## src/hdl/wtpp_pkg.sv

```systemverilog
// wheel touch position processor: register map, reset values, scaling and timing constants
// assumes a 20 MHz system clock and an 8-bit register port with byte addresses
package wtpp_pkg;
    localparam logic [7:0] ADDR_DEBOUNCE = 8'h27;
    localparam logic [7:0] ADDR_STUCK = 8'h28;
    localparam logic [7:0] ADDR_HYST = 8'h29;
    localparam logic [7:0] ADDR_SCALE_HI = 8'h2b;
    localparam logic [7:0] ADDR_SCALE_LO = 8'h2c;
    localparam logic [7:0] ADDR_AVG_THR = 8'h2d;
    localparam logic [7:0] ADDR_NEG_THR = 8'h2e;
    localparam logic [7:0] ADDR_NEG_CNT = 8'h2f;
    localparam logic [7:0] ADDR_ROT_THR = 8'h30;
    localparam logic [7:0] ADDR_ANGLE = 8'h31;
    localparam logic [7:0] ADDR_POS_HI = 8'h40;
    localparam logic [7:0] ADDR_POS_LO = 8'h41;
    localparam logic [7:0] ADDR_STATUS = 8'h42;
    localparam logic [7:0] ADDR_PRESS_HI = 8'h43;
    localparam logic [7:0] ADDR_PRESS_LO = 8'h44;
    localparam logic [7:0] ADDR_LIMIT_HI = 8'h45;
    localparam logic [7:0] ADDR_LIMIT_LO = 8'h46;
    localparam logic [7:0] RST_DEBOUNCE = 8'h00;
    localparam logic [7:0] RST_STUCK = 8'h00;
    localparam logic [7:0] RST_HYST = 8'h03;
    localparam logic [15:0] RST_SCALE = 16'h0140;
    localparam logic [7:0] RST_AVG_THR = 8'h50;
    localparam logic [7:0] RST_NEG_THR = 8'h50;
    localparam logic [7:0] RST_NEG_CNT = 8'h01;
    localparam logic [7:0] RST_ROT_THR = 8'h02;
    localparam logic [7:0] RST_ANGLE = 8'h00;
    localparam int DEB_TOUCH_LSB = 0;
    localparam int DEB_REL_LSB = 2;
    localparam int STAT_TOUCH_BIT = 0;
    localparam int STAT_CCW_BIT = 1;
    localparam int STAT_CW_BIT = 2;
    localparam int STAT_HOLD_BIT = 3;
    localparam int THR_SHIFT = 2;
    localparam int SCALE_SHIFT = 5;
    localparam int ANGLE_SHIFT = 8;
    localparam int PERCENT_FULL = 100;
    localparam logic [7:0] AVG_SENSORS_MIN = 8'h03;
    localparam int CLK_HZ = 20000000;
    localparam int STUCK_UNIT_S = 1;
    localparam int SEC_CYCLES = CLK_HZ * STUCK_UNIT_S;
    typedef enum logic [2:0] {
        WTPP_REL = 3'b001,
        WTPP_TOUCH = 3'b010,
        WTPP_STUCK = 3'b100
    } wtpp_state_e;
endpackage : wtpp_pkg

```

## src/hdl/wtpp_core.sv

```systemverilog
// wheel touch position processor: pressure, touch decision, position, rotation, compensation triggers
// assumes tick differences and thresholds come from logic on sys_clk_i, one sample_valid_i pulse per scan
`timescale 1ns/100ps
module wtpp_core #(
    parameter int N_SENSORS = 6,
    parameter int TICK_W = 16,
    parameter int SEC_CYCLES = wtpp_pkg::SEC_CYCLES
) (
    input wire logic sys_clk_i,
    input wire logic rst_i,
    input wire logic ce_i,
    input wire logic sample_valid_i,
    input wire logic [N_SENSORS*TICK_W-1:0] ticks_i,
    input wire logic [N_SENSORS*TICK_W-1:0] sensor_touch_threshold_i,
    input wire logic [7:0] reg_addr_i,
    input wire logic reg_wr_i,
    input wire logic [7:0] reg_wdata_i,
    input wire logic reg_rd_i,
    output logic [7:0] reg_rdata_o,
    output logic touched_o,
    output logic cw_o,
    output logic ccw_o,
    output logic [15:0] wheel_position_o,
    output logic avg_hold_o,
    output logic comp_start_o
);
    localparam int PW = TICK_W + $clog2(N_SENSORS + 1);
    localparam int WW = PW + $clog2(N_SENSORS + 1);
    localparam int QW = WW + 16;

    logic [7:0] wheel_debounce_config;
    logic [7:0] stuck_touch_timeout;
    logic [7:0] wheel_touch_hysteresis;
    logic [7:0] wheel_scale_high;
    logic [7:0] wheel_scale_low;
    logic [7:0] averaging_hold_threshold;
    logic [7:0] negative_comp_threshold;
    logic [7:0] negative_comp_count_limit;
    logic [7:0] rotation_threshold;
    logic [7:0] wheel_angle_shift;
    logic [15:0] wheel_scale;
    logic [15:0] wheel_position_limit;
    logic [PW-1:0] wheel_pressure;

    ////////////////////////////////////////////////////////////////////////////////
    // per-sensor contributions and chained sums
    logic [PW-1:0] psum_p [0:N_SENSORS];
    logic [WW-1:0] wsum_p [0:N_SENSORS];
    logic [7:0] avg_cnt_p [0:N_SENSORS];
    logic [N_SENSORS-1:0] neg_flag;
    logic [N_SENSORS-1:0] hold_flag;
    assign psum_p[0] = '0;
    assign wsum_p[0] = '0;
    assign avg_cnt_p[0] = 8'h00;
    for (genvar i = 0; i < N_SENSORS; i++) begin : g_sensor
        logic signed [TICK_W:0] tick;
        logic signed [TICK_W:0] thr;
        logic signed [TICK_W:0] diff;
        logic signed [TICK_W:0] neg_lvl;
        logic signed [TICK_W:0] avg_lvl;
        logic [TICK_W-1:0] contrib;
        assign tick = {ticks_i[i*TICK_W+TICK_W-1], ticks_i[i*TICK_W +: TICK_W]};
        assign thr = {1'b0, sensor_touch_threshold_i[i*TICK_W +: TICK_W]};
        assign diff = tick - thr;
        assign contrib = (diff > 0) ? diff[TICK_W-1:0] : '0;
        assign neg_lvl = (TICK_W+1)'({negative_comp_threshold, 2'b00});
        assign avg_lvl = (TICK_W+1)'({averaging_hold_threshold, 2'b00});
        assign neg_flag[i] = (tick + neg_lvl) < 0;
        assign hold_flag[i] = tick > avg_lvl;
        assign psum_p[i+1] = psum_p[i] + PW'(contrib);
        assign wsum_p[i+1] = wsum_p[i] + WW'(WW'(contrib) * WW'(i));
        assign avg_cnt_p[i+1] = avg_cnt_p[i] + ((tick >= avg_lvl) ? 8'h01 : 8'h00);
    end

    ////////////////////////////////////////////////////////////////////////////////
    // first stage: capture sums of one completed scan
    logic s1_valid;
    logic [WW-1:0] wsum_q;
    logic neg_any_q;
    logic [7:0] avg_cnt_q;
    always_ff @(posedge sys_clk_i or posedge rst_i) begin
        if (rst_i) begin
            s1_valid <= 1'b0;
            wheel_pressure <= '0;
            wsum_q <= '0;
            neg_any_q <= 1'b0;
            avg_cnt_q <= 8'h00;
            avg_hold_o <= 1'b0;
        end else if (ce_i) begin
            s1_valid <= sample_valid_i;
            if (sample_valid_i) begin
                wheel_pressure <= psum_p[N_SENSORS];
                wsum_q <= wsum_p[N_SENSORS];
                neg_any_q <= |neg_flag;
                avg_cnt_q <= avg_cnt_p[N_SENSORS];
                avg_hold_o <= |hold_flag;
            end
        end
    end

    ////////////////////////////////////////////////////////////////////////////////
    // position, offset and rotation arithmetic
    logic [31:0] limit_full;
    logic [QW-1:0] num;
    logic [QW-1:0] den;
    logic [QW-1:0] quot;
    logic [15:0] raw_pos;
    logic [23:0] off_full;
    logic [16:0] pos_sum;
    logic [15:0] pos_adj;
    logic [23:0] rot_full;
    logic [15:0] rot_thr;
    logic [16:0] fwd_diff;
    logic [15:0] fwd;
    logic [15:0] bwd;
    logic pressure_zero;
    logic pressure_over;
    logic cw_det;
    logic ccw_det;
    assign wheel_scale = {wheel_scale_high, wheel_scale_low};
    assign limit_full = {16'h0000, wheel_scale} * 32'(N_SENSORS);
    assign wheel_position_limit = limit_full[wtpp_pkg::SCALE_SHIFT +: 16];
    assign num = QW'(wheel_scale) * QW'(wsum_q);
    assign den = QW'({wheel_pressure, 5'b00000});
    assign quot = (den == '0) ? '0 : num / den;
    assign raw_pos = quot[15:0];
    assign off_full = {16'h0000, wheel_angle_shift} * {8'h00, wheel_position_limit};
    assign pos_sum = {1'b0, raw_pos} + {1'b0, off_full[wtpp_pkg::ANGLE_SHIFT +: 16]};
    assign pos_adj = (pos_sum >= {1'b0, wheel_position_limit} && wheel_position_limit != 16'h0000) ?
                     16'(pos_sum - {1'b0, wheel_position_limit}) : pos_sum[15:0];
    assign rot_full = ({16'h0000, rotation_threshold} * {8'h00, wheel_position_limit}) /
                      24'(wtpp_pkg::PERCENT_FULL);
    assign rot_thr = rot_full[15:0];
    assign pressure_zero = (wheel_pressure == '0);
    assign pressure_over = wheel_pressure > PW'({wheel_touch_hysteresis, 2'b00});

    logic [15:0] pos_prev;
    logic prev_valid;
    wtpp_pkg::wtpp_state_e state;
    assign fwd_diff = {1'b0, pos_adj} - {1'b0, pos_prev};
    assign fwd = fwd_diff[16] ? 16'(fwd_diff + {1'b0, wheel_position_limit}) : fwd_diff[15:0];
    assign bwd = (fwd == 16'h0000) ? 16'h0000 : 16'(wheel_position_limit - fwd);
    assign cw_det = (fwd <= (wheel_position_limit >> 1)) && (fwd > rot_thr);
    assign ccw_det = (fwd > (wheel_position_limit >> 1)) && (bwd > rot_thr);

    always_ff @(posedge sys_clk_i or posedge rst_i) begin
        if (rst_i) begin
            wheel_position_o <= 16'h0000;
            pos_prev <= 16'h0000;
            prev_valid <= 1'b0;
            cw_o <= 1'b0;
            ccw_o <= 1'b0;
        end else if (ce_i && s1_valid) begin
            cw_o <= 1'b0;
            ccw_o <= 1'b0;
            if (!pressure_zero) begin
                wheel_position_o <= pos_adj;
                pos_prev <= pos_adj;
                prev_valid <= 1'b1;
                if (prev_valid && state == wtpp_pkg::WTPP_TOUCH) begin
                    cw_o <= cw_det;
                    ccw_o <= ccw_det;
                end
            end else begin
                prev_valid <= 1'b0;
            end
        end else if (ce_i && state != wtpp_pkg::WTPP_TOUCH) begin
            // a forced release must not leave a stale rotation status behind
            cw_o <= 1'b0;
            ccw_o <= 1'b0;
        end
    end

    ////////////////////////////////////////////////////////////////////////////////
    // stuck-touch timer, whole seconds while touched
    logic [$clog2(SEC_CYCLES+1)-1:0] cyc_cnt;
    logic [7:0] sec_cnt;
    logic stuck_fire;
    assign stuck_fire = (stuck_touch_timeout != 8'h00) && (sec_cnt >= stuck_touch_timeout);
    always_ff @(posedge sys_clk_i or posedge rst_i) begin
        if (rst_i) begin
            cyc_cnt <= '0;
            sec_cnt <= 8'h00;
        end else if (ce_i) begin
            if (state != wtpp_pkg::WTPP_TOUCH) begin
                cyc_cnt <= '0;
                sec_cnt <= 8'h00;
            end else if (cyc_cnt == ($bits(cyc_cnt))'(SEC_CYCLES - 1)) begin
                cyc_cnt <= '0;
                if (sec_cnt != 8'hff) begin
                    sec_cnt <= sec_cnt + 8'h01;
                end
            end else begin
                cyc_cnt <= cyc_cnt + 1'b1;
            end
        end
    end

    ////////////////////////////////////////////////////////////////////////////////
    // touch / release decision with debounce
    logic [2:0] touch_need;
    logic [2:0] rel_need;
    logic [2:0] touch_cnt;
    logic [2:0] rel_cnt;
    assign touch_need = {1'b0, wheel_debounce_config[wtpp_pkg::DEB_TOUCH_LSB +: 2]} + 3'h1;
    assign rel_need = {1'b0, wheel_debounce_config[wtpp_pkg::DEB_REL_LSB +: 2]} + 3'h1;
    assign touched_o = (state == wtpp_pkg::WTPP_TOUCH);
    always_ff @(posedge sys_clk_i or posedge rst_i) begin
        if (rst_i) begin
            state <= wtpp_pkg::WTPP_REL;
            touch_cnt <= 3'h0;
            rel_cnt <= 3'h0;
        end else if (ce_i) begin
            case (state)
                wtpp_pkg::WTPP_REL: begin
                    rel_cnt <= 3'h0;
                    if (s1_valid) begin
                        if (!pressure_over) begin
                            touch_cnt <= 3'h0;
                        end else if (touch_cnt + 3'h1 >= touch_need) begin
                            state <= wtpp_pkg::WTPP_TOUCH;
                            touch_cnt <= 3'h0;
                        end else begin
                            touch_cnt <= touch_cnt + 3'h1;
                        end
                    end
                end
                wtpp_pkg::WTPP_TOUCH, wtpp_pkg::WTPP_STUCK: begin
                    touch_cnt <= 3'h0;
                    if (state == wtpp_pkg::WTPP_TOUCH && stuck_fire) begin
                        state <= wtpp_pkg::WTPP_STUCK;
                        rel_cnt <= 3'h0;
                    end else if (s1_valid) begin
                        if (!pressure_zero) begin
                            rel_cnt <= 3'h0;
                        end else if (rel_cnt + 3'h1 >= rel_need) begin
                            state <= wtpp_pkg::WTPP_REL;
                            rel_cnt <= 3'h0;
                        end else begin
                            rel_cnt <= rel_cnt + 3'h1;
                        end
                    end
                end
                default: begin
                    state <= wtpp_pkg::WTPP_REL;
                end
            endcase
        end
    end

    ////////////////////////////////////////////////////////////////////////////////
    // offset compensation triggers
    logic [7:0] neg_cnt;
    always_ff @(posedge sys_clk_i or posedge rst_i) begin
        if (rst_i) begin
            neg_cnt <= 8'h00;
            comp_start_o <= 1'b0;
        end else if (ce_i) begin
            comp_start_o <= 1'b0;
            if (s1_valid) begin
                if (!neg_any_q) begin
                    neg_cnt <= 8'h00;
                end else if (neg_cnt + 8'h01 >= negative_comp_count_limit) begin
                    neg_cnt <= 8'h00;
                    comp_start_o <= 1'b1;
                end else begin
                    neg_cnt <= neg_cnt + 8'h01;
                end
                if (avg_cnt_q >= wtpp_pkg::AVG_SENSORS_MIN) begin
                    comp_start_o <= 1'b1;
                end
            end
        end
    end

    ////////////////////////////////////////////////////////////////////////////////
    // register port
    always_ff @(posedge sys_clk_i or posedge rst_i) begin
        if (rst_i) begin
            wheel_debounce_config <= wtpp_pkg::RST_DEBOUNCE;
            stuck_touch_timeout <= wtpp_pkg::RST_STUCK;
            wheel_touch_hysteresis <= wtpp_pkg::RST_HYST;
            wheel_scale_high <= wtpp_pkg::RST_SCALE[15:8];
            wheel_scale_low <= wtpp_pkg::RST_SCALE[7:0];
            averaging_hold_threshold <= wtpp_pkg::RST_AVG_THR;
            negative_comp_threshold <= wtpp_pkg::RST_NEG_THR;
            negative_comp_count_limit <= wtpp_pkg::RST_NEG_CNT;
            rotation_threshold <= wtpp_pkg::RST_ROT_THR;
            wheel_angle_shift <= wtpp_pkg::RST_ANGLE;
        end else if (ce_i && reg_wr_i) begin
            if (reg_addr_i == wtpp_pkg::ADDR_DEBOUNCE) begin
                wheel_debounce_config <= {4'h0, reg_wdata_i[3:0]};
            end else if (reg_addr_i == wtpp_pkg::ADDR_STUCK) begin
                stuck_touch_timeout <= reg_wdata_i;
            end else if (reg_addr_i == wtpp_pkg::ADDR_HYST) begin
                wheel_touch_hysteresis <= reg_wdata_i;
            end else if (reg_addr_i == wtpp_pkg::ADDR_SCALE_HI) begin
                wheel_scale_high <= reg_wdata_i;
            end else if (reg_addr_i == wtpp_pkg::ADDR_SCALE_LO) begin
                wheel_scale_low <= reg_wdata_i;
            end else if (reg_addr_i == wtpp_pkg::ADDR_AVG_THR) begin
                averaging_hold_threshold <= reg_wdata_i;
            end else if (reg_addr_i == wtpp_pkg::ADDR_NEG_THR) begin
                negative_comp_threshold <= reg_wdata_i;
            end else if (reg_addr_i == wtpp_pkg::ADDR_NEG_CNT) begin
                negative_comp_count_limit <= reg_wdata_i;
            end else if (reg_addr_i == wtpp_pkg::ADDR_ROT_THR) begin
                rotation_threshold <= reg_wdata_i;
            end else if (reg_addr_i == wtpp_pkg::ADDR_ANGLE) begin
                wheel_angle_shift <= reg_wdata_i;
            end
        end
    end

    logic [15:0] press16;
    logic [7:0] status;
    assign press16 = (wheel_pressure > PW'(16'hffff)) ? 16'hffff : wheel_pressure[15:0];
    assign status = {4'h0, avg_hold_o, cw_o, ccw_o, touched_o};
    always_ff @(posedge sys_clk_i or posedge rst_i) begin
        if (rst_i) begin
            reg_rdata_o <= 8'h00;
        end else if (ce_i && reg_rd_i) begin
            if (reg_addr_i == wtpp_pkg::ADDR_DEBOUNCE) reg_rdata_o <= wheel_debounce_config;
            else if (reg_addr_i == wtpp_pkg::ADDR_STUCK) reg_rdata_o <= stuck_touch_timeout;
            else if (reg_addr_i == wtpp_pkg::ADDR_HYST) reg_rdata_o <= wheel_touch_hysteresis;
            else if (reg_addr_i == wtpp_pkg::ADDR_SCALE_HI) reg_rdata_o <= wheel_scale_high;
            else if (reg_addr_i == wtpp_pkg::ADDR_SCALE_LO) reg_rdata_o <= wheel_scale_low;
            else if (reg_addr_i == wtpp_pkg::ADDR_AVG_THR) reg_rdata_o <= averaging_hold_threshold;
            else if (reg_addr_i == wtpp_pkg::ADDR_NEG_THR) reg_rdata_o <= negative_comp_threshold;
            else if (reg_addr_i == wtpp_pkg::ADDR_NEG_CNT) reg_rdata_o <= negative_comp_count_limit;
            else if (reg_addr_i == wtpp_pkg::ADDR_ROT_THR) reg_rdata_o <= rotation_threshold;
            else if (reg_addr_i == wtpp_pkg::ADDR_ANGLE) reg_rdata_o <= wheel_angle_shift;
            else if (reg_addr_i == wtpp_pkg::ADDR_POS_HI) reg_rdata_o <= wheel_position_o[15:8];
            else if (reg_addr_i == wtpp_pkg::ADDR_POS_LO) reg_rdata_o <= wheel_position_o[7:0];
            else if (reg_addr_i == wtpp_pkg::ADDR_STATUS) reg_rdata_o <= status;
            else if (reg_addr_i == wtpp_pkg::ADDR_PRESS_HI) reg_rdata_o <= press16[15:8];
            else if (reg_addr_i == wtpp_pkg::ADDR_PRESS_LO) reg_rdata_o <= press16[7:0];
            else if (reg_addr_i == wtpp_pkg::ADDR_LIMIT_HI) reg_rdata_o <= wheel_position_limit[15:8];
            else if (reg_addr_i == wtpp_pkg::ADDR_LIMIT_LO) reg_rdata_o <= wheel_position_limit[7:0];
            else reg_rdata_o <= 8'h00;
        end
    end

    ////////////////////////////////////////////////////////////////////////////////
    // assertions
    property p_touch_cause;
        @(posedge sys_clk_i) disable iff (rst_i)
        $rose(touched_o) |-> $past(pressure_over) && $past(s1_valid);
    endproperty
    a_touch_cause: assert property (p_touch_cause) else $error("touch without pressure over hysteresis");

    property p_release_cause;
        @(posedge sys_clk_i) disable iff (rst_i)
        $fell(touched_o) && !$past(stuck_fire) |-> $past(pressure_zero) && $past(s1_valid);
    endproperty
    a_release_cause: assert property (p_release_cause) else $error("release without zero pressure");

    property p_no_debounce;
        @(posedge sys_clk_i) disable iff (rst_i)
        ce_i && s1_valid && state == wtpp_pkg::WTPP_REL && pressure_over && wheel_debounce_config[1:0] == 2'b00
        |=> touched_o;
    endproperty
    a_no_debounce: assert property (p_no_debounce) else $error("undebounced touch not immediate");

    property p_pos_range;
        @(posedge sys_clk_i) disable iff (rst_i)
        s1_valid && !pressure_zero && wheel_position_limit != 16'h0000 && raw_pos < wheel_position_limit
        |-> pos_adj < wheel_position_limit;
    endproperty
    a_pos_range: assert property (p_pos_range) else $error("position outside range");

    property p_zero_shift;
        @(posedge sys_clk_i) disable iff (rst_i)
        s1_valid && wheel_angle_shift == 8'h00 && raw_pos < wheel_position_limit |-> pos_adj == raw_pos;
    endproperty
    a_zero_shift: assert property (p_zero_shift) else $error("zero angle shift changed position");

    property p_rot_exclusive;
        @(posedge sys_clk_i) disable iff (rst_i)
        (cw_o || ccw_o) |-> !(cw_o && ccw_o) && (touched_o || $past(touched_o));
    endproperty
    a_rot_exclusive: assert property (p_rot_exclusive) else $error("rotation flags inconsistent");

    property p_neg_comp;
        @(posedge sys_clk_i) disable iff (rst_i)
        ce_i && s1_valid && neg_any_q && negative_comp_count_limit == 8'h01 |=> comp_start_o;
    endproperty
    a_neg_comp: assert property (p_neg_comp) else $error("negative ticks did not start compensation");

    property p_avg_comp;
        @(posedge sys_clk_i) disable iff (rst_i)
        ce_i && s1_valid && avg_cnt_q >= wtpp_pkg::AVG_SENSORS_MIN
        |=> comp_start_o ##1 (!comp_start_o || $past(s1_valid) || !$past(ce_i));
    endproperty
    a_avg_comp: assert property (p_avg_comp) else $error("three held sensors did not start compensation");

    property p_stuck_release;
        @(posedge sys_clk_i) disable iff (rst_i)
        ce_i && touched_o && stuck_fire |=> !touched_o && state == wtpp_pkg::WTPP_STUCK;
    endproperty
    a_stuck_release: assert property (p_stuck_release) else $error("stuck timeout did not force release");
endmodule : wtpp_core

```

## config.mk

```make
export PLATFORM = sky130hd
export DESIGN_NAME = wtpp_core
export DESIGN_NICKNAME = d
export VERILOG_FILES = /design/src/hdl/wtpp_pkg.sv /design/src/hdl/wtpp_core.sv
export SDC_FILE = /design/constraint.sdc
export NUM_CORES = 2
export LEC_CHECK = 0
export ABC_AREA = 0
export BUFFER_PORTS_ARGS = -buffer_cell sky130_fd_sc_hd__buf_2
export CAP_MARGIN = 5
export CORE_MARGIN = 2
export CORE_UTILIZATION = 55
export CTS_BUF_LIST = sky130_fd_sc_hd__clkbuf_4 sky130_fd_sc_hd__clkbuf_8 sky130_fd_sc_hd__clkbuf_16
export DETAILED_ROUTE_END_ITERATION = 7
export PLACE_DENSITY = 0.78
export SETUP_SLACK_MARGIN = 0.05
export SLEW_MARGIN = 20
export SYNTH_ARGS = -nofsm -noshare
export SYNTH_HDL_FRONTEND = slang
export SYNTH_SLANG_ARGS = --single-unit
```

## constraint.sdc

```tcl
create_clock -name sys_clk_i -period 211.4 [get_ports sys_clk_i]
set_input_delay 21.14 -clock sys_clk_i [delete_from_list [all_inputs] [get_ports sys_clk_i]]
set_output_delay 21.14 -clock sys_clk_i [all_outputs]
set_load 0.01 [all_outputs]
```

# After elaboration in Yosys (flattened, before gate mapping)
# Cells that the tools add are included.
# op_classes
addsub	38
n_mul	6
n_div	2
magnitude_cmp	36
n_eq_ne	29
muxes	70
bitwise	10
reduce_logical	39
# ops
op	count
16-bit 2-to-1 mux	11
8-bit 2-to-1 mux	22
16-bit by 11-bit adder with 17-bit output	6
17-bit by 1-bit greater-than comparator with 1-bit output (second input constant)	6
17-bit by 1-bit less-than comparator with 1-bit output (second input constant)	6
16-bit by 17-bit subtractor with 17-bit output	6
16-bit by 11-bit greater-or-equal comparator with 1-bit output	6
16-bit by 11-bit greater-than comparator with 1-bit output	6
8-bit by 6-bit == test with 1-bit output (second input constant)	10
8-bit by 7-bit == test with 1-bit output (second input constant)	7
25-bit 2-to-1 mux	2
8-bit by 14-bit multiplier with 22-bit output	2
3-bit 2-to-1 mux	14
19-bit by 16-bit adder with 19-bit output	2
38-bit by 24-bit divider with 38-bit output	1
38-bit zero test	1
16-bit by 22-bit multiplier with 38-bit output	1
16-bit by 2-bit multiplier with 18-bit output (second input constant)	2
16-bit greater-than comparator	2
25-bit by 1-bit adder with 25-bit output (second input constant)	1
25-bit == test (second input constant)	1
24-bit by 7-bit divider with 24-bit output (second input constant)	1
20-bit by 19-bit adder with 21-bit output	1
19-bit by 18-bit adder with 20-bit output	1
other kinds (55)	112
# totals
reg_bits	206
in_bits	214
wordCells	258

# Logic depth before layout (Yosys ltp)
# logic_depth
depth_word	18
mapped_depth	603
ltp_nobuf	556

# Least setup slack after synthesis
# OpenSTA, ideal clock, no wires.
# synth_timing
path_type	register -> register
from	register wheel_scale_low[6]
to	register ccw_o
setup_ns	0.122
arrival_time_ns	114.531
t_required_ns	211.278
path_slack_ns	96.748
path_stages_with_launch	581
path_buffers	54
synth_period_minus_slack_ns	114.652
path_cell_list	dfstp_2 clkbuf_1 nand2_1 fa_1 inv_1 fa_1 inv_1 fa_1 inv_1 fa_1 fa_1 inv_1 fa_1 inv_1 ha_1 buf_4 a21o_1 a21o_1 [545 not listed] a21o_1 a21o_1 a21oi_1 a211o_1 o21ai_0 nand2b_1 a221oi_1 a21oi_1 xnor2_1 nor2_1 ha_1 and4_1 nand3_1 o21ai_0 a21o_1 a21oi_1 nor3_1 a32o_1
# synth_between
elab_chain_len	17
elab_cells_between_ends	25
cone_classes	add/sub (5); mul (4); div (2); order compare (3); mux (7); reduce/logical (4)
# synth_lines
item	line_no	text
from (decl)	wtpp_core.sv:35	logic [7:0] wheel_scale_low;
from (signal assigned)	wtpp_core.sv:284	wheel_scale_low <= wtpp_pkg::RST_SCALE[7:0];
from (signal assigned)	wtpp_core.sv:300	wheel_scale_low <= reg_wdata_i;
16-bit by 22-bit multiplier with 38-bit output	wtpp_core.sv:123	assign num = QW'(wheel_scale) * QW'(wsum_q);
38-bit by 24-bit divider with 38-bit output	wtpp_core.sv:125	assign quot = (den == '0) ? '0 : num / den;
16-bit 2-to-1 mux	wtpp_core.sv:125	
16-bit by 14-bit adder with 17-bit output	wtpp_core.sv:128	assign pos_sum = {1'b0, raw_pos} + {1'b0, off_full[wtpp_pkg::ANGLE_SHIFT +: 16]};
17-bit by 14-bit greater-or-equal comparator with 1-bit output	wtpp_core.sv:129	assign pos_adj = (pos_sum >= {1'b0, wheel_position_limit} && wheel_position_limit != 16'h0000) ?
1-bit logical AND	wtpp_core.sv:129	
16-bit 2-to-1 mux	wtpp_core.sv:129	
16-bit by 16-bit subtractor with 17-bit output	wtpp_core.sv:140	assign fwd_diff = {1'b0, pos_adj} - {1'b0, pos_prev};
16-bit by 14-bit adder with 16-bit output	wtpp_core.sv:141	assign fwd = fwd_diff[16] ? 16'(fwd_diff + {1'b0, wheel_position_limit}) : fwd_diff[15:0];
16-bit 2-to-1 mux	wtpp_core.sv:141	
14-bit by 16-bit subtractor with 16-bit output or 16-bit zero test (tied branches)	wtpp_core.sv:142	assign bwd = (fwd == 16'h0000) ? 16'h0000 : 16'(wheel_position_limit - fwd);
16-bit 2-to-1 mux	wtpp_core.sv:142	
16-bit greater-than comparator	wtpp_core.sv:144	assign ccw_det = (fwd > (wheel_position_limit >> 1)) && (bwd > rot_thr);
1-bit logical AND (*)	wtpp_core.sv:144	
1-bit 2-to-1 mux (*)	wtpp_core.sv:160	if (prev_valid && state == wtpp_pkg::WTPP_TOUCH) begin
1-bit 2-to-1 mux (*)	wtpp_core.sv:156	if (!pressure_zero) begin
1-bit 2-to-1 mux (*)	wtpp_core.sv:153	end else if (ce_i && s1_valid) begin
to (signal assigned)	wtpp_core.sv:162	ccw_o <= ccw_det;
to (decl)	wtpp_core.sv:22	output logic ccw_o,
# Mark *: on every way between the ends. The rest lies on a longest branch, timed or not.
# A chain may end at the register's enable or synchronous reset.

# Worst setup path in the final report
# layout_timing
from	register wheel_scale_high[1]
to	register ccw_o
# layout_between
elab_chain_len	17
elab_cells_between_ends	25
cone_classes	add/sub (5); mul (4); div (2); order compare (3); mux (7); reduce/logical (4)
# layout_lines
item	line_no	text
from (decl)	wtpp_core.sv:34	logic [7:0] wheel_scale_high;
from (signal assigned)	wtpp_core.sv:283	wheel_scale_high <= wtpp_pkg::RST_SCALE[15:8];
from (signal assigned)	wtpp_core.sv:298	wheel_scale_high <= reg_wdata_i;
16-bit by 22-bit multiplier with 38-bit output	wtpp_core.sv:123	
38-bit by 24-bit divider with 38-bit output	wtpp_core.sv:125	
16-bit 2-to-1 mux	wtpp_core.sv:125	
16-bit by 14-bit adder with 17-bit output	wtpp_core.sv:128	
17-bit by 14-bit greater-or-equal comparator with 1-bit output	wtpp_core.sv:129	
1-bit logical AND	wtpp_core.sv:129	
16-bit 2-to-1 mux (*)	wtpp_core.sv:129	
named net pos_adj[2]	wtpp_core.sv:110	logic [15:0] pos_adj;
[2 not listed]	--	
16-bit 2-to-1 mux (*)	wtpp_core.sv:141	
14-bit by 16-bit subtractor with 16-bit output or 16-bit zero test (tied branches)	wtpp_core.sv:142	
16-bit 2-to-1 mux	wtpp_core.sv:142	
16-bit greater-than comparator	wtpp_core.sv:144	
1-bit logical AND (*)	wtpp_core.sv:144	
1-bit 2-to-1 mux (*)	wtpp_core.sv:160	
1-bit 2-to-1 mux (*)	wtpp_core.sv:156	
1-bit 2-to-1 mux (*)	wtpp_core.sv:153	
# Mark *: on every way through the listed nets, which the timed path passes. The rest lies on a longest branch.

==> reports/results.ini <==
[sta]
slew_violations = 0
final-hold-violation-count = 0
slew_headroom_pct = 24.74
rsz0062_at_grt = no
max_freq_mhz = 8.001
worstMarginPinSlew_ns = 1.128
skew_ns = 0.03922
setup_viol = 0
final.min_clock_period_ns = 124.98
fin_tns_setup_ns = 0
finalCritPeriodShare_pct = 59.12
layout_setup_ws_ns = 86.42
whs_ns = 0.4861

[yosys]
synthCells = 9091
syn-num-nets = 10930
synth_flop_cell = dfrtp_1
yosysTopAreaCell = ha_1
netlist_area_mm2 = 0.07150
synth_common_cells = 1,059 x ha_1, 971 x nand2_1, 967 x inv_1
seq_area_frac_synth_pct = 7.019
async_flop_share_pct = 100.0
synth_edf_count = 0
synth_top_area_share_pct = 18.53
yosysMostFrequentCell = ha_1
synth_area_per_cell_um2 = 7.865
synthTopCellsByArea = ha_1 19%, fa_1 16%, dfrtp_1 6.6%
ys_warn_count = 0
ys_types = 138
ys_seq_elements = 200

[critical_path]
cp_num_buf_inv = 20
crit_path_frequent_cell = o21a_1
path_depth = 537
crit_path_max_incr_delay_ns = 1.01
slowest_stage = dfrtp_1
required_ns = 211.85
regToRegSetupSlack_ns = 86.42
reg2reg_to = ccw_o$_DFFE_PP0P_
timing.rr.start = wheel_scale_high[1]$_DFFE_PP0P_
path_max_fanout = 40
ff2ff_path_depth = 537
crit_end = ccw_o$_DFFE_PP0P_
crit_type = register to register
startpoint = wheel_scale_high[1]$_DFFE_PP0P_
worstPathArrival_ns = 125.43
crit_family = compound AO/OA/AOI/OAI gates
critPathLaunchType = register
worstSetupEndpointType = register

[placement]
pre_cts_slack_ns = 88.40
numPortBuffers = 242
post-dp-hpwl_um = 191700
place_area_mm2 = 0.07449
gp_congestion = 1.023

[route]
vias_per_cell = 6.290
vias = 68760
ant_nets = 0
first_pass_iters = 6
drc_errors = 0
routed_wl_um = 235400
wl_per_cell_um = 21.54
drt_first_iter_violations = 6408

[final_layout]
final_area_mm2 = 0.07520
drive_above_1_share_pct = 7.975
final_nets = 11000
area_growth_pct = 5.169

[worst_hold_path]
holdPathStages = 2
hp-class = register to register

[cts]
postCtsSetupBuffers = 0
post_cts_resize_count = 0
htree_levels = 4
cts_tree = built
cts-root-buf = clkbuf_16
cts_hold_buf = 0
clk_path_buf_depth = 2
cts.sinks = 200
clk_pin_slew_ns = 0.11
cts_made_buffers = 17
clk_latency_ns = 0.55

[run]
maxCapViolations = 0

[floorplanning]
ios = 243
fp-row-count = 132
fp.dieArea_mm2 = 0.1329
dieWidth_um = 364.6
coreArea_mm2 = 0.1293
die_h_um = 364.6
start_util_pct = 55.29

[global_routing]
grt_first_pass_wirelength_um = 373000
antenna_found_initial = 18
grt-ovfl-total = 0
grt_usage_pct = 35.38
grt_pass1_vias = 68070
grt_max_degree = 75

[run_status]
status = finished clean

routing by layer:
layer	share of wire, %	track usage (%)
met3	9.1	7.654
met5	0.022	0
met2	44	56.44
met1	41	45.12
met4	5.7	17.89
flip-flops by register name, indices dropped and copies added (netlist names), 4 cells and up:
name	flops
stuck_touch_timeout	8
sec_cnt	8
negative_comp_threshold	8
cyc_cnt	25
pos_prev	16
wheel_debounce_config	4
neg_cnt	8
rotation_threshold	8
negative_comp_count_limit	8
wheel_angle_shift	8
wheel_touch_hysteresis	8
wheel_scale_high	8
wheel_pressure	19
wsum_q	21
averaging_hold_threshold	8
wheel_scale_low	8
reg_rdata_o	8
placed cells by master, fill, tap and decap left out, types with 37 or more instances in the layout:
master / count
o31ai_1: 131
mux2_2: 173
inv_1: 962
nor2b_1: 115
o21bai_1: 70
or3_1: 57
a31oi_1: 58
xor2_1: 214
a21oi_1: 490
nand4_1: 78
o211ai_1: 47
xnor2_1: 257
o21ai_0: 429
buf_2: 242
a211oi_1: 47
nand3_1: 164
nand2_1: 970
or2_2: 50
or4_1: 37
nor3_1: 319
buf_4: 84
o21a_1: 301
ha_1: 1059
a21o_1: 305
and3_1: 65
mux2i_1: 47
dfrtp_1: 189
fa_1: 563
nor2_1: 562
and2_1: 314
nand2b_1: 118
worst reg2reg max path: cells and delay by family, from the launching register on:
kind            cells  cell delay (ns)
fa+ha+maj          45            15.50
mux                 8             2.71
simple gates      109            24.60
buf+inv            20             2.90
flops               1             1.01
compound gates    353            77.97
xor+xnor            2             0.31
per-stage QoR:
| stage | std cells | util, % |
|---|---|---|
| finish | 10930 | 58.15 |
| global route | 10930 | 58.14 |
| CTS | 10920 | 58.12 |
| floorplan | 9091 | - |
| global placement | 10890 | 57.60 |
| detailed placement | 10890 | 57.60 |
logic make-up after synthesis:
group           share of synthesized area [%]
xor+xnor                                5.929
fa+ha+maj                               34.39
mux                                     3.822
compound gates                          21.55
flops                                   7.019
simple gates                            20.53
buf+inv                                 6.763
how the worst min path moves through the flow:
stage,end,start,slack [ns]
finish,reg_rdata_o[0]$_DFFE_PP0P_,reg_rdata_o[0]$_DFFE_PP0P_,0.49
global route,prev_valid$_DFFE_PP0P_,prev_valid$_DFFE_PP0P_,0.52
CTS,reg_rdata_o[5]$_DFFE_PP0P_,reg_rdata_o[5]$_DFFE_PP0P_,0.49
detailed placement,reg_rdata_o[5]$_DFFE_PP0P_,reg_rdata_o[5]$_DFFE_PP0P_,0.47
global placement,reg_rdata_o[4]$_DFFE_PP0P_,reg_rdata_o[4]$_DFFE_PP0P_,0.46
floorplan,prev_valid$_DFFE_PP0P_,prev_valid$_DFFE_PP0P_,0.45
final cells by class:
class / instances / area, um^2
multi-input cells: 7650 / 61810
fillers: 11860 / 54120
flip-flops and latches: 200 / 5019
inverters: 971 / 3652
well taps: 1742 / 2180
repair buffers: 326 / 1842
clock buffers: 17 / 425.4
clock inverters: 15 / 244.0
diodes: 11 / 27.53
Power is not shown: default switching activity piles up to over one toggle a cycle in this logic, so the estimate is an artifact.
